[src/verilog/crf_pkg.sv]
// crf_pkg: constants and carrier types for the core register file.
// assumes a single 32-bit core clock domain and a 5-bit register index.
package crf_pkg;
  localparam int DATA_W = 32;
  localparam int ADDR_W = 5;
  localparam int PRIO_W = 9;
  localparam int NUM_GPR = 13;

  // register index map
  localparam logic [ADDR_W-1:0] IDX_GPR_LAST   = 5'h0C;
  localparam logic [ADDR_W-1:0] IDX_HIGH_FIRST = 5'h08;
  localparam logic [ADDR_W-1:0] IDX_STACK      = 5'h0D;
  localparam logic [ADDR_W-1:0] IDX_RETURN     = 5'h0E;
  localparam logic [ADDR_W-1:0] IDX_IPTR       = 5'h0F;
  localparam logic [ADDR_W-1:0] IDX_STATUS     = 5'h10;
  localparam logic [ADDR_W-1:0] IDX_APP_VIEW   = 5'h11;
  localparam logic [ADDR_W-1:0] IDX_INT_VIEW   = 5'h12;
  localparam logic [ADDR_W-1:0] IDX_EXEC_VIEW  = 5'h13;
  localparam logic [ADDR_W-1:0] IDX_PRI_MASK   = 5'h14;
  localparam logic [ADDR_W-1:0] IDX_FAULT_MASK = 5'h15;
  localparam logic [ADDR_W-1:0] IDX_BASE_PRI   = 5'h16;
  localparam logic [ADDR_W-1:0] IDX_MODE_CTRL  = 5'h17;
  localparam logic [ADDR_W-1:0] IDX_MAIN_STACK = 5'h18;
  localparam logic [ADDR_W-1:0] IDX_PROC_STACK = 5'h19;

  // status word field positions
  localparam int APP_LO  = 27;
  localparam int APP_HI  = 31;
  localparam int INT_LO  = 0;
  localparam int INT_HI  = 8;
  localparam int EXA_LO  = 10;
  localparam int EXA_HI  = 15;
  localparam int EXB_LO  = 25;
  localparam int EXB_HI  = 26;
  localparam int TBIT    = 24;
  localparam int SP_ALIGN_BITS = 2;

  // mode control bits
  localparam int CTRL_USER  = 0;
  localparam int CTRL_ALT_STACK = 1;

  // reset values
  localparam logic [DATA_W-1:0] RST_WORD   = 32'h0000_0000;
  localparam logic [1:0]        RST_CTRL   = 2'h0;
  localparam logic [PRIO_W-1:0] RST_BASE_PRIORITY_THRESHOLD = 9'h000;

  typedef struct packed {
    logic [ADDR_W-1:0] addr;
    logic [DATA_W-1:0] wdata;
    logic              wr;
    logic              rd;
    logic              narrow;
    logic              narrow_hi_ok;
  } crf_acc_t;

  typedef struct packed {
    logic              valid;
    logic [PRIO_W-1:0] prio;
    logic              nmi;
    logic              hard_fault;
  } crf_req_t;
endpackage
[src/verilog/crf_core.sv]
// crf_core: core register set with banked stack, status views and masks.
// assumes the execution unit drives the access port; one access per cycle.
//
// Strobed register access and the placing of the registers were decided locally.
`timescale 1ns/1ns
module crf_core #(
  parameter int DW = crf_pkg::DATA_W,
  parameter int PW = crf_pkg::PRIO_W
) (
  // clock and reset
  input  wire logic              sys_clk,
  input  wire logic              rst,
  input  wire logic              clk_en,
  // register access port
  input  wire crf_pkg::crf_acc_t acc,
  output logic [DW-1:0]          reg_rdata,
  output logic                   access_fault,
  // execution events
  input  wire logic              call_strobe,
  input  wire logic [DW-1:0]     call_return,
  input  wire logic              flags_we,
  input  wire logic [4:0]        flags_in,
  input  wire logic              exc_enter,
  input  wire logic [PW-1:0]     exc_number,
  input  wire logic              exc_return,
  // exception gating
  input  wire crf_pkg::crf_req_t req,
  output logic                   req_allowed,
  // state views
  output logic [DW-1:0]          instruction_pointer_out,
  output logic [DW-1:0]          stack_pointer_out,
  output logic [DW-1:0]          status_word_out,
  output logic                   handler_mode,
  output logic                   user_level
);
  import crf_pkg::*;

  logic [DW-1:0]     gpr [0:NUM_GPR-1];
  logic [DW-1:0]     main_stack_pointer;
  logic [DW-1:0]     process_stack_pointer;
  logic [DW-1:0]     return_address_register;
  logic [DW-1:0]     instruction_pointer;
  logic [4:0]        application_status_view;
  logic [PW-1:0]     interrupt_status_view;
  logic [5:0]        exec_view_a;
  logic [1:0]        exec_view_b;
  logic              priority_mask_bit;
  logic              fault_mask_bit;
  logic [PW-1:0]     base_priority_threshold;
  logic [1:0]        mode_control;
  logic              in_handler;

  logic              is_user;
  logic              use_process_stack;
  logic              special;
  logic              refused;
  logic              tbit_clear;
  logic              wr_ok;
  logic [DW-1:0]     status_word;
  logic [DW-1:0]     next_rdata;
  logic              next_allowed;

  // privilege and stack selection
  always_comb
  begin
    is_user = !in_handler && mode_control[CTRL_USER];
    use_process_stack = !in_handler && mode_control[CTRL_ALT_STACK];
  end

  // combined status word with fixed bit 24
  always_comb
  begin
    status_word = '0;
    status_word[APP_HI:APP_LO] = application_status_view;
    status_word[INT_HI:INT_LO] = interrupt_status_view;
    status_word[EXA_HI:EXA_LO] = exec_view_a;
    status_word[EXB_HI:EXB_LO] = exec_view_b;
    status_word[TBIT] = 1'b1;
  end

  // access legality
  always_comb
  begin
    special = (acc.addr >= IDX_STATUS) && (acc.addr != IDX_APP_VIEW);
    refused = 1'b0;
    if (acc.addr > IDX_PROC_STACK)
      refused = 1'b1;
    else if (is_user && special)
      refused = 1'b1;
    else if (acc.narrow && !acc.narrow_hi_ok && acc.addr >= IDX_HIGH_FIRST && acc.addr <= IDX_GPR_LAST)
      refused = 1'b1;
    tbit_clear = acc.wr && !refused && !acc.wdata[TBIT]
      && (acc.addr == IDX_STATUS || acc.addr == IDX_EXEC_VIEW);
    wr_ok = acc.wr && !refused && !tbit_clear;
  end

  // general registers 0-12, low ones never refused
  genvar gi;
  generate
    for (gi = 0; gi < NUM_GPR; gi++)
    begin : g_gpr
      always_ff @(posedge sys_clk)
      begin
        if (rst)
          gpr[gi] <= RST_WORD;
        else if (clk_en && wr_ok && acc.addr == ADDR_W'(gi))
          gpr[gi] <= acc.wdata;
      end
    end
  endgenerate

  // banked stack pointers, word aligned on store
  always_ff @(posedge sys_clk)
  begin
    if (rst)
    begin
      main_stack_pointer <= RST_WORD;
      process_stack_pointer <= RST_WORD;
    end
    else if (clk_en && wr_ok)
    begin
      if ((acc.addr == IDX_STACK && !use_process_stack) || acc.addr == IDX_MAIN_STACK)
        main_stack_pointer <= {acc.wdata[DW-1:SP_ALIGN_BITS], {SP_ALIGN_BITS{1'b0}}};
      if ((acc.addr == IDX_STACK && use_process_stack) || acc.addr == IDX_PROC_STACK)
        process_stack_pointer <= {acc.wdata[DW-1:SP_ALIGN_BITS], {SP_ALIGN_BITS{1'b0}}};
    end
  end

  // return address: call wins over a port write
  always_ff @(posedge sys_clk)
  begin
    if (rst)
      return_address_register <= RST_WORD;
    else if (clk_en)
    begin
      if (call_strobe)
        return_address_register <= call_return;
      else if (wr_ok && acc.addr == IDX_RETURN)
        return_address_register <= acc.wdata;
    end
  end

  // instruction pointer, halfword aligned
  always_ff @(posedge sys_clk)
  begin
    if (rst)
      instruction_pointer <= RST_WORD;
    else if (clk_en && wr_ok && acc.addr == IDX_IPTR)
      instruction_pointer <= {acc.wdata[DW-1:1], 1'b0};
  end

  // application view: flag update wins over a port write
  always_ff @(posedge sys_clk)
  begin
    if (rst)
      application_status_view <= '0;
    else if (clk_en)
    begin
      if (flags_we)
        application_status_view <= flags_in;
      else if (wr_ok && (acc.addr == IDX_STATUS || acc.addr == IDX_APP_VIEW))
        application_status_view <= acc.wdata[APP_HI:APP_LO];
    end
  end

  // interrupt view and handler mode follow exception events
  always_ff @(posedge sys_clk)
  begin
    if (rst)
    begin
      interrupt_status_view <= '0;
      in_handler <= 1'b0;
    end
    else if (clk_en)
    begin
      if (exc_enter)
      begin
        interrupt_status_view <= exc_number;
        in_handler <= 1'b1;
      end
      else if (exc_return)
      begin
        interrupt_status_view <= '0;
        in_handler <= 1'b0;
      end
      else if (wr_ok && (acc.addr == IDX_STATUS || acc.addr == IDX_INT_VIEW))
        interrupt_status_view <= acc.wdata[INT_HI:INT_LO];
    end
  end

  // execution view fields
  always_ff @(posedge sys_clk)
  begin
    if (rst)
    begin
      exec_view_a <= '0;
      exec_view_b <= '0;
    end
    else if (clk_en && wr_ok && (acc.addr == IDX_STATUS || acc.addr == IDX_EXEC_VIEW))
    begin
      exec_view_a <= acc.wdata[EXA_HI:EXA_LO];
      exec_view_b <= acc.wdata[EXB_HI:EXB_LO];
    end
  end

  // mask registers and mode control
  always_ff @(posedge sys_clk)
  begin
    if (rst)
    begin
      priority_mask_bit <= 1'b0;
      fault_mask_bit <= 1'b0;
      base_priority_threshold <= RST_BASE_PRIORITY_THRESHOLD;
      mode_control <= RST_CTRL;
    end
    else if (clk_en && wr_ok)
    begin
      case (acc.addr)
        IDX_PRI_MASK:   priority_mask_bit <= acc.wdata[0];
        IDX_FAULT_MASK: fault_mask_bit <= acc.wdata[0];
        IDX_BASE_PRI:   base_priority_threshold <= acc.wdata[PW-1:0];
        IDX_MODE_CTRL:
        begin
          mode_control[CTRL_USER] <= acc.wdata[CTRL_USER];
          mode_control[CTRL_ALT_STACK] <= acc.wdata[CTRL_ALT_STACK] && !in_handler;
        end
        default: ;
      endcase
    end
  end

  // read mux
  always_comb
  begin
    next_rdata = '0;
    if (acc.rd && !refused)
    begin
      if (acc.addr <= IDX_GPR_LAST)
        next_rdata = gpr[acc.addr[3:0]];
      else
      begin
        case (acc.addr)
          IDX_STACK:
            next_rdata = use_process_stack ? process_stack_pointer : main_stack_pointer;
          IDX_RETURN:     next_rdata = return_address_register;
          IDX_IPTR:       next_rdata = instruction_pointer;
          IDX_STATUS:     next_rdata = status_word;
          IDX_APP_VIEW:
            next_rdata = {application_status_view, {APP_LO{1'b0}}};
          IDX_INT_VIEW:   next_rdata = DW'(interrupt_status_view);
          IDX_EXEC_VIEW:
          begin
            next_rdata[EXA_HI:EXA_LO] = exec_view_a;
            next_rdata[EXB_HI:EXB_LO] = exec_view_b;
            next_rdata[TBIT] = 1'b1;
          end
          IDX_PRI_MASK:   next_rdata = DW'(priority_mask_bit);
          IDX_FAULT_MASK: next_rdata = DW'(fault_mask_bit);
          IDX_BASE_PRI:   next_rdata = DW'(base_priority_threshold);
          IDX_MODE_CTRL:  next_rdata = DW'(mode_control);
          IDX_MAIN_STACK: next_rdata = main_stack_pointer;
          IDX_PROC_STACK: next_rdata = process_stack_pointer;
          default:        next_rdata = '0;
        endcase
      end
      next_rdata[SP_ALIGN_BITS-1:0] = (acc.addr == IDX_STACK || acc.addr == IDX_MAIN_STACK
        || acc.addr == IDX_PROC_STACK) ? '0 : next_rdata[SP_ALIGN_BITS-1:0];
      next_rdata[0] = (acc.addr == IDX_IPTR) ? 1'b0 : next_rdata[0];
    end
  end

  // read data and fault pulse, one cycle after the strobe
  always_ff @(posedge sys_clk)
  begin
    if (rst)
    begin
      reg_rdata <= '0;
      access_fault <= 1'b0;
    end
    else if (clk_en)
    begin
      reg_rdata <= next_rdata;
      access_fault <= ((acc.wr || acc.rd) && refused) || tbit_clear;
    end
  end

  crf_mask #(
    .PW (PW)
  ) u_mask (
    .priority_mask_bit       (priority_mask_bit),
    .fault_mask_bit          (fault_mask_bit),
    .base_priority_threshold (base_priority_threshold),
    .req                     (req),
    .allowed                 (next_allowed)
  );

  // registered state views
  always_ff @(posedge sys_clk)
  begin
    if (rst)
    begin
      req_allowed <= 1'b0;
      instruction_pointer_out <= RST_WORD;
      stack_pointer_out <= RST_WORD;
      status_word_out <= RST_WORD;
      handler_mode <= 1'b0;
      user_level <= 1'b0;
    end
    else if (clk_en)
    begin
      req_allowed <= next_allowed;
      instruction_pointer_out <= instruction_pointer;
      stack_pointer_out <= use_process_stack ? process_stack_pointer : main_stack_pointer;
      status_word_out <= status_word;
      handler_mode <= in_handler;
      user_level <= is_user;
    end
  end
endmodule

[src/verilog/crf_mask.sv]
// crf_mask: decides whether a pending exception may be taken.
// assumes mask state comes from flops; purely combinational.
`timescale 1ns/1ns
module crf_mask #(
  parameter int PW = crf_pkg::PRIO_W
) (
  // mask state
  input  wire logic          priority_mask_bit,
  input  wire logic          fault_mask_bit,
  input  wire logic [PW-1:0] base_priority_threshold,
  // candidate exception
  input  wire crf_pkg::crf_req_t req,
  // verdict
  output logic               allowed
);
  import crf_pkg::*;

  logic base_ok;

  always_comb
  begin
    base_ok = (base_priority_threshold == '0) || (req.prio < base_priority_threshold);
    if (!req.valid)
      allowed = 1'b0;
    else if (req.nmi)
      allowed = 1'b1;
    else if (req.hard_fault)
      allowed = !fault_mask_bit;
    else
      allowed = !priority_mask_bit && !fault_mask_bit && base_ok;
  end
endmodule

[config.mk]
export PLATFORM = sky130hd
export DESIGN_NAME = crf_core
export DESIGN_NICKNAME = d
export VERILOG_FILES = /design/src/verilog/crf_pkg.sv /design/src/verilog/crf_core.sv /design/src/verilog/crf_mask.sv
export SDC_FILE = /design/constraint.sdc
export NUM_CORES = 1
export LEC_CHECK = 0
export BUFFER_PORTS_ARGS = -buffer_cell sky130_fd_sc_hd__buf_2
export CAP_MARGIN = 30
export CELL_PAD_IN_SITES_DETAIL_PLACEMENT = 1
export CELL_PAD_IN_SITES_GLOBAL_PLACEMENT = 1
export CORE_MARGIN = 2
export CORE_UTILIZATION = 30
export CTS_BUF_LIST = sky130_fd_sc_hd__clkbuf_8
export DETAILED_ROUTE_END_ITERATION = 16
export PLACE_DENSITY = 0.64
export SKIP_LAST_GASP = 1
export SLEW_MARGIN = 20
export SYNTH_ARGS = -nofsm -noshare
export SYNTH_HDL_FRONTEND = slang
export SYNTH_SLANG_ARGS = --single-unit
[constraint.sdc]
create_clock -name sys_clk -period 4.5 [get_ports sys_clk]
set_input_delay 0.675 -clock sys_clk [delete_from_list [all_inputs] [get_ports sys_clk]]
set_output_delay 0.675 -clock sys_clk [all_outputs]
set_load 0.05 [all_outputs]
---- Word-level counts from Yosys, hierarchy flattened ----
Memory sizes are Yosys's and may differ from the RTL's.
Cells that the tools add are included.
W data, S select, Z words.
storage, ports and cells
  bits in registers ....................... 281
  RAM bits ................................ 416
  input port bits ......................... 106
  output and inout port bits .............. 132
  memories ................................ 1
memory list
  name  words  bits a word  rd ports  clocked after memory_dff  write ports  line            RTL
  gpr   13     32           1         0                         13           crf_core.sv:38  logic [DW-1:0] gpr [0:NUM_GPR-1];
cells by class
  $lt $le $gt $ge ......................... 5
  equality and inequality tests ........... 26
  muxes and demuxes ....................... 79
  bitwise gates (word level) .............. 13
  reductions and logical operators ........ 74
operators by type and width
  cell                  number
  $mux W32              18
  $pmux W10 S10         1
  $eq A5 B5 Y1 const B  10
  $mux W1               50
  $eq A5 B4 Y1 const B  8
  $pmux W8 S5           1
  $logic_and A1 B1 Y1   37
  $pmux W6 S6           1
  $pmux W5 S6           1
  $mux W9               3
  $eq A5 B3 Y1 const B  4
  $reduce_and A2 Y1     10
  $pmux W3 S6           1
  $or A1 B1 Y1          13
  $eq A5 B2 Y1 const B  2
  $logic_or A1 B1 Y1    10
  $mux W5               2
  $logic_not A9 Y1      1
  $lt A9 B9 Y1          1
  $logic_not A1 Y1      8
  $reduce_bool A2 Y1    3
  $reduce_or A2 Y1      3
  $eq A5 B1 Y1 const B  1
  $ge A5 B4 Y1 const B  1
  other kinds (7)       7

---- Depth between registers and ports, before layout ----
Gate-level depths: netlist of run 1.
  depth in word-level cells ............... 19
  mapped depth ............................ 10

---- Cells and area by module ----
A second synthesis of run 1 with hierarchy kept.
unflattened totals
  cells, all modules ...................... 2784
  area, all modules ....................... 31219.9 um^2
modules (own cells, without submodules)
  module    instances  cells each  area each (um^2)  seq. area each (um^2)
  crf_core  1          2748        30973.5           18077.3
  crf_mask  1          36          246.5             0.0

---- Least setup slack after synthesis of run 1 ----
OpenSTA, ideal clock, no wires.
  path kind ............................... input-to-reg
  start point ............................. in acc[38] in the netlist's numbering
  end point ............................... mem gpr[3][0] in the netlist's numbering (enable)
  arrival time ............................ 3.577 ns
  slack ................................... 0.495 ns
  cell stages on the path ................. 7
  path buffers ............................ 2
  cell sequence ........................... or2_1 > buf_2 > o221ai_4 > nand3_4 > buf_6 > or3_1 > o21bai_1
RTL lines
  element          line            RTL
  start, declared  crf_core.sv:15  input wire crf_pkg::crf_acc_t acc,
  end, declared    crf_core.sv:38

==> results of run 1 <==
==> cell families (layout without fill, tap and decap cells) <==
group	count (synthesis)	count (layout)	synth area share
AO/OA/AOI/OAI	398	398	0.0906
XOR/XNOR	2	2	0.000547
adder cells (fa/ha/maj)	8	8	0.00312
buffers and inverters	266	527	0.0390
flip-flops	695	695	0.564
multiplexers	293	293	0.118
other	1	17	0.000117
AND/OR/NAND/NOR	1071	1071	0.184
==> state kept, by name, summed over array words and instances (netlist names), 5 cells and up <==
signal                   flops
instruction_pointer_out     31
reg_rdata                   32
status_word_out             23
instruction_pointer         31
main_stack_pointer          30
exec_view_a                  6
gpr                        416
interrupt_status_view        9
process_stack_pointer       30
application_status_view      5
return_address_register     32
base_priority_threshold      9
stack_pointer_out           30
==> power by group <==
group / total [mW] / leakage [nW] / switching (mW) / internal (mW)
logic: 1.35 / 6.16 / 0.928 / 0.421
clock network: 5.37 / 1.26 / 2.69 / 2.68
registers: 7.12 / 6.22 / 0.124 / 7.00
==> final timing paths <==
| check | cells past startpoint | endpoint | startpoint |
|---|---|---|---|
| setup / recovery | 6 | gpr[9][5] | in_handler |
| hold / removal | 3 | return_address_register[27] | call_return[27] |
| setup reg to reg | 6 | gpr[9][5] | in_handler |
| hold reg to reg | 2 | status_word_out[24] | status_word_out[24] |
==> routing by layer <==
metal  share of wire  vias to the layer above  global-route usage
met2            0.47                      738               0.316
met4           0.017                        8              0.0457
met5         0.00038                        -                   0
met1            0.46                    11693               0.278
li1                -                    10278                   -
met3           0.061                      135              0.0310
==> layout make-up <==
cell class	instances	area (um^2)
clock buffer	125	1720
fill	11499	68700
tap	1391	1740
antenna	5	12.5
timing repair buffer	305	1940
inverter	17	63.8
clock inverter	80	437
sequential	695	18100
multi-input combinational	1784	12900
==> layout by cell type, fill, tap and decap left out, types with 11 or more instances in the layout <==
master    count
dfxtp_1     279
clkinv_1     15
clkinv_2     14
buf_4        66
nand4_1      15
clkbuf_8    125
a21oi_1      87
nor3_1       23
buf_12       15
a221oi_1     30
edfxtp_1    416
mux4_2       68
a211oi_1     61
nand2_1     223
nor2_1      168
o21ai_0      26
a22oi_1      29
inv_1        56
o22ai_1      33
nand3_1      30
conb_1       12
nand2b_1    100
and2_1      418
buf_2       221
mux2i_1     223
a311oi_1     37
nor4_4       11
nor2b_1      15
==> worst max-delay path, stage by stage (launching register included) <==
cell,delay [ns]
dfxtp_1,0.58
nor2b_1,0.28
o221ai_4,0.41
nand2_1,0.17
nor2_1,0.54
a41o_2,0.59
buf_12,0.24
==> metrics by stage <==
| step | power [mW] | instance area [um^2] | hold slack [ns] | worst slack [ns] | util |
|---|---|---|---|---|---|
| 2_1_floorplan | 8.04 | 32100 | 0.446 | 0.495 | - |
| 3_3_place_gp | 8.58 | 34700 | 0.444 | 0.952 | 0.329 |
| 3_5_place_dp | 8.60 | 34700 | 0.476 | 0.958 | 0.329 |
| 4_1_cts | 13.9 | 36900 | 0.213 | 1.43 | 0.349 |
| 5_1_grt | 14.3 | 36900 | 0.248 | 1.22 | 0.349 |
| 6_report | 13.8 | 36900 | 0.272 | 1.34 | 0.349 |
==> run summary, run 1 <==
====================================================================================
Via count of the routed design ........................................        22852
Total CTS buffers .....................................................          112
Average routed wire per standard cell .................................      24.9 um
Final estimated routing congestion in global placement ................        0.831
Netlist area before placement .........................................  0.0320 mm^2
Max-cap viol count ....................................................            0
Iter 0 DRT Violations .................................................         2025
Post-DRT Antenna Nets .................................................            0
Unrepaired setup endpoints after global routing .......................           no
Critical path data arrival time .......................................      3.58 ns
Share of flip-flops with an asynchronous set or reset after synthesis .            0
Number of flops mapped to enable cells by yosys .......................          416
Post-Route WL .........................................................    110000 um
Largest net degree at the start of global routing .....................          182
Power Density .........................................................  375 mW/mm^2
Leakage dissipation ...................................................      13.6 nW
Setup crit end kind ...................................................    flip-flop
Layout cells sized above 1 ............................................        0.194
Kind of path behind the tightest hold check ........................... primary input to flip-flop
Via-per-instance ratio ................................................         5.19
Worst Max-Slew Pin Slew ...............................................     0.944 ns
Critical path startpoint category .....................................    flip-flop
Maximum level of the CTS H-tree .......................................            3
Total routing resource utilization after global routing ...............        0.197
Post-CTS Setup Bufs ...................................................            0
Number of setup violations in the final report ........................            0
Core region area ......................................................   0.106 mm^2
Top-level I/O count ...................................................          238
Top FF cell, synth ....................................................     edfxtp_1
IR drop worst, VDD ....................................................     0.204 mV
Post-synthesis register bit count .....................................          695
Largest area contributor in the netlist ...............................     edfxtp_1
Detailed Routing Iterations Pass 1 ....................................            7
Clock Path Buffers ....................................................            3
Initial cell density of the core ......................................        0.303
Sum of negative setup slack ...........................................         0 ns
Highest net fanout along the worst path ...............................           21
Worst-path clk slew ...................................................      0.06 ns
Post-placement cell count .............................................         4191
Number of resized instances in the post-cts repair step ...............            0
Relative max-transition margin ........................................        0.363
Required @ worst endpoint .............................................      4.92 ns
Final-report hold violation count .....................................            0
Non-Filler Instances ..................................................         4402
Hold buffer count at CTS ..............................................            0
Worst-case clock skew .................................................    0.0546 ns
Number of warnings reported in the yosys synthesis log ................            0
Via count of the first global-routing pass ............................        23030
Max-slew violation total from the final report ........................            0
Most frequent cells after synthesis ................................... 418 x and2_1, 416 x edfxtp_1, 279 x dfxtp_1
Outcome ............................................................... finished, final reports clean
Height of the die .....................................................       331 um
Category of the critical setup timing path ............................ flip-flop to flip-flop
Global-route wire length before repair ................................    160000 um
Peak clock frequency supported by timing ..............................      317 MHz
DPL Wire Length .......................................................     74900 um
Detailed-route DRC error count ........................................            0
Netlist cell types ....................................................           85
Sequential-to-total area share from yosys stat ........................        0.564
Clock sinks ...........................................................          695
Post-Syn Instances ....................................................         2734
Cell types occupying the most area after synthesis .................... edfxtp_1 39%, dfxtp_1 17%, and2_1 8.2%
Top-count cell post-synth .............................................       and2_1
Horizontal die dimension ..............................................       331 um
Port buffer count .....................................................          225
Fin crit share ........................................................        0.702
Num rows ..............................................................          119
Average size of a mapped cell .........................................    11.7 um^2
Post-layout nets ......................................................         3029
Final min period ......................................................      3.16 ns
Root buffer cell ......................................................     clkbuf_8
GR Overflow Total .....................................................            0
Insertion delay of the later-clocked pin in the worst-skew pair .......      0.77 ns
Setup slack, reg-to-reg ...............................................      1.34 ns
TritonCTS clock tree ..................................................        built
Number of antenna violations at the first check in global routing .....           11
Overall die area ......................................................   0.109 mm^2
Synth-to-Final Area Change ............................................        15.1%
Fraction of synthesized cell area taken by the top area cell type .....        0.390
====================================================================================
(Power assumes the default switching activity.)
==> run 2: changes to the inputs <==
clock period = 3.3 ns   (was 4.5 ns; I/O delays follow)
==> run 2 against run 1 <==
Die area stayed put. Register-to-register slack worse by 0.66 ns. Worst hold slack worse by 0.20 ns. Clock-buffer cell count is 5 higher. Via count is 1.3% higher. Critical endpoint is now gpr[1][17].
==> run summary, run 2 (same netlist as run 1, synthesis figures left out) <==
================================================================================
Outcome ........................................................... finished, final reports clean
Clock Path Buffers ................................................            3   unchanged
Global-route wire length before repair ............................    162000 um   +1.3%
Setup slack, reg-to-reg ...........................................      0.68 ns   -0.66 ns
Post-CTS Setup Bufs ...............................................            0   unchanged
Number of flip-flops under the largest register name ..............          416   unchanged
Non-Filler Instances ..............................................         4440   +0.86%
Number of antenna violations at the first check in global routing .            7   -4
Number of resized instances in the post-cts repair step ...........            0   unchanged
Max-slew violation total from the final report ....................            0   unchanged
Routing usage on met2 .............................................        0.327   +0.0103
Initial cell density of the core ..................................        0.303   unchanged
Kind of path behind the tightest hold check ....................... primary input to flip-flop
Power Density .....................................................  506 mW/mm^2   +35%
Overall die area ..................................................   0.109 mm^2   unchanged
Peak clock frequency supported by timing ..........................      382 MHz   +21%
Post-layout nets ..................................................         3066   +1.2%
Max stage delay on crit path ......................................      0.60 ns   about the same
Total CTS buffers .................................................          115   +2.7%
Detailed Routing Iterations Pass 1 ................................            7   unchanged
Total routing resource utilization after global routing ...........        0.199   +0.00161
Average routed wire per standard cell .............................      24.8 um   -0.41%
GR Overflow Total .................................................            0   unchanged
Layout fillers ....................................................        11442   -0.50%
Worst-path clk slew ...............................................      0.06 ns   about the same
Via-per-instance ratio ............................................         5.21   +0.42%
Num rows ..........................................................          119   unchanged
Worst-case clock skew .............................................    0.0334 ns   -0.0212 ns
IR drop worst, VDD ................................................     0.314 mV   +54%
Fin crit share ....................................................        0.794   +0.0923
Max-cap viol count ................................................            0   unchanged
Required @ worst endpoint .........................................      3.72 ns   -1.20 ns
Category of the critical setup timing path ........................ flip-flop to flip-flop
Post-placement cell count .........................................         4225   +0.81%
Synth-to-Final Area Change ........................................        16.3%
CP max-delay cell .................................................      dfxtp_1
Busiest metal layer after global routing ..........................         met2
Chain of cells forming the critical path .......................... nor2b_1 -> o221ai_4 -> nand3_4 -> or3_1 -> o21bai_4 -> buf_4
Commonest cells after routing, fill and taps aside ................ 418 x and2_1, 416 x edfxtp_1, 279 x dfxtp_1
Final Hold Slack ..................................................    0.0722 ns   -0.199 ns
Insertion delay of the later-clocked pin in the worst-skew pair ...      0.77 ns   about the same
Commonest non-fill, non-tap cell in the layout ....................       and2_1
Final min period ..................................................      2.62 ns   -0.537 ns
Unrepaired setup endpoints after global routing ...................           no
Post-Route WL .....................................................    110000 um   +0.45%
Sequential cell area ..............................................  0.0181 mm^2   unchanged
Port buffer count .................................................          225   unchanged
Worst Max-Slew Pin Slew ...........................................      1.06 ns   +0.116 ns
Maximum level of the CTS H-tree ...................................            3   unchanged
Final-report hold violation count .................................            0   unchanged
Top-level I/O count ...............................................          238   unchanged
Registers with the most flip-flops ................................ gpr: 416 flops, reg_rdata: 32 flops, return_address_register: 32 flops
Number of setup violations in the final report ....................            0   unchanged
Leakage dissipation ...............................................      13.9 nW   +1.6%
Global-route track usage on met3 ..................................       0.0331   +0.00204
Iter 0 DRT Violations .............................................         1994   -1.5%
Root buffer cell ..................................................     clkbuf_8
GR Layer Usage met1 ...............................................        0.271   -0.00700
Area of the multi-input gates .....................................  0.0129 mm^2   unchanged
Setup crit end kind ...............................................    flip-flop
Highest net fanout along the worst path ...........................           20   -4.8%
Largest register by flop count ....................................          gpr
Largest net degree at the start of global routing .................          236   +30%
Via count of the routed design ....................................        23145   +1.3%
DPL Wire Length ...................................................     74400 um   -0.59%
Detailed-route DRC error count ....................................            0   unchanged
Horizontal die dimension ..........................................       331 um   unchanged
Critical path data arrival time ...................................      3.04 ns   -0.54 ns
Post-DRT Antenna Nets .............................................            0   unchanged
Final estimated routing congestion in global placement ............        0.840   +1.0%
Clock sinks .......................................................          695   unchanged
Core region area ..................................................   0.106 mm^2   unchanged
Height of the die .................................................       331 um   unchanged
Via count of the first global-routing pass ........................        23551   +2.3%
Critical path startpoint category .................................    flip-flop
Relative max-transition margin ....................................        0.294   -0.0691
Hold buffer count at CTS ..........................................            0   unchanged
Layout cells sized above 1 ........................................        0.202   +0.00790
TritonCTS clock tree ..............................................        built
================================================================================
-- run 2: cell types whose count changed in the layout (fill, tap and decap cells not counted), moves of 3 or more --
cell      previous run  this run
clkinv_2            14         9
buf_12              15        22
buf_4               66        92
inv_1               56        64
clkinv_1            15        12
clkbuf_8           125       130
-- run 2: final timing paths --
check	start	to	depth (start not counted)
min	acc[2]	access_fault	3
max reg2reg	in_handler	gpr[1][17]	6
min reg2reg	status_word_out[24]	status_word_out[24]	2
max	in_handler	gpr[1][17]	6
-- run 2: metal layers --
layer	part of all wire	vias to the layer above
met1	0.45	11883
met2	0.47	724
met3	0.059	163
met4	0.022	8
li1	-	10367
met5	0.00042	-
-- run 2: through the flow --
stage	total power, mW	setup TNS [ns]	utilization	cell area (um^2)	setup slack (ns)
2_1_floorplan	11.0	-66.08	-	32100	-0.525
3_3_place_gp	11.7	0	0.332	35000	0.182
3_5_place_dp	11.7	0	0.332	35100	0.199
4_1_cts	19.0	0	0.352	37200	0.664
5_1_grt	19.5	0	0.353	37200	0.578
6_report	18.8	0	0.353	37200	0.679
-- run 2: final cells by class --
type | instances | share of cell area
flip-flops and latches | 695 | 0.485
multi-input cells | 1784 | 0.346
inverters | 17 | 0.00171
clock inverters | 77 | 0.00981
well taps | 1391 | 0.0467
clock buffers | 130 | 0.0480
repair buffers | 339 | 0.0616
diodes | 7 | 0.000470
-- run 2: power breakdown --
group / total (mW) / switching, mW / internal [mW]
combinational: 1.87 / 1.26 / 0.602
clock: 7.27 / 3.60 / 3.67
sequential: 9.70 / 0.164 / 9.54
-- run 2: critical path: cells and delay by family (launching register included) --
| family | cells | cell delay, ns |
|---|---|---|
| AND/OR/NAND/NOR | 3 | 0.92 |
| flip-flops | 1 | 0.60 |
| AO/OA/AOI/OAI | 2 | 0.42 |
| buffers and inverters | 1 | 0.33 |
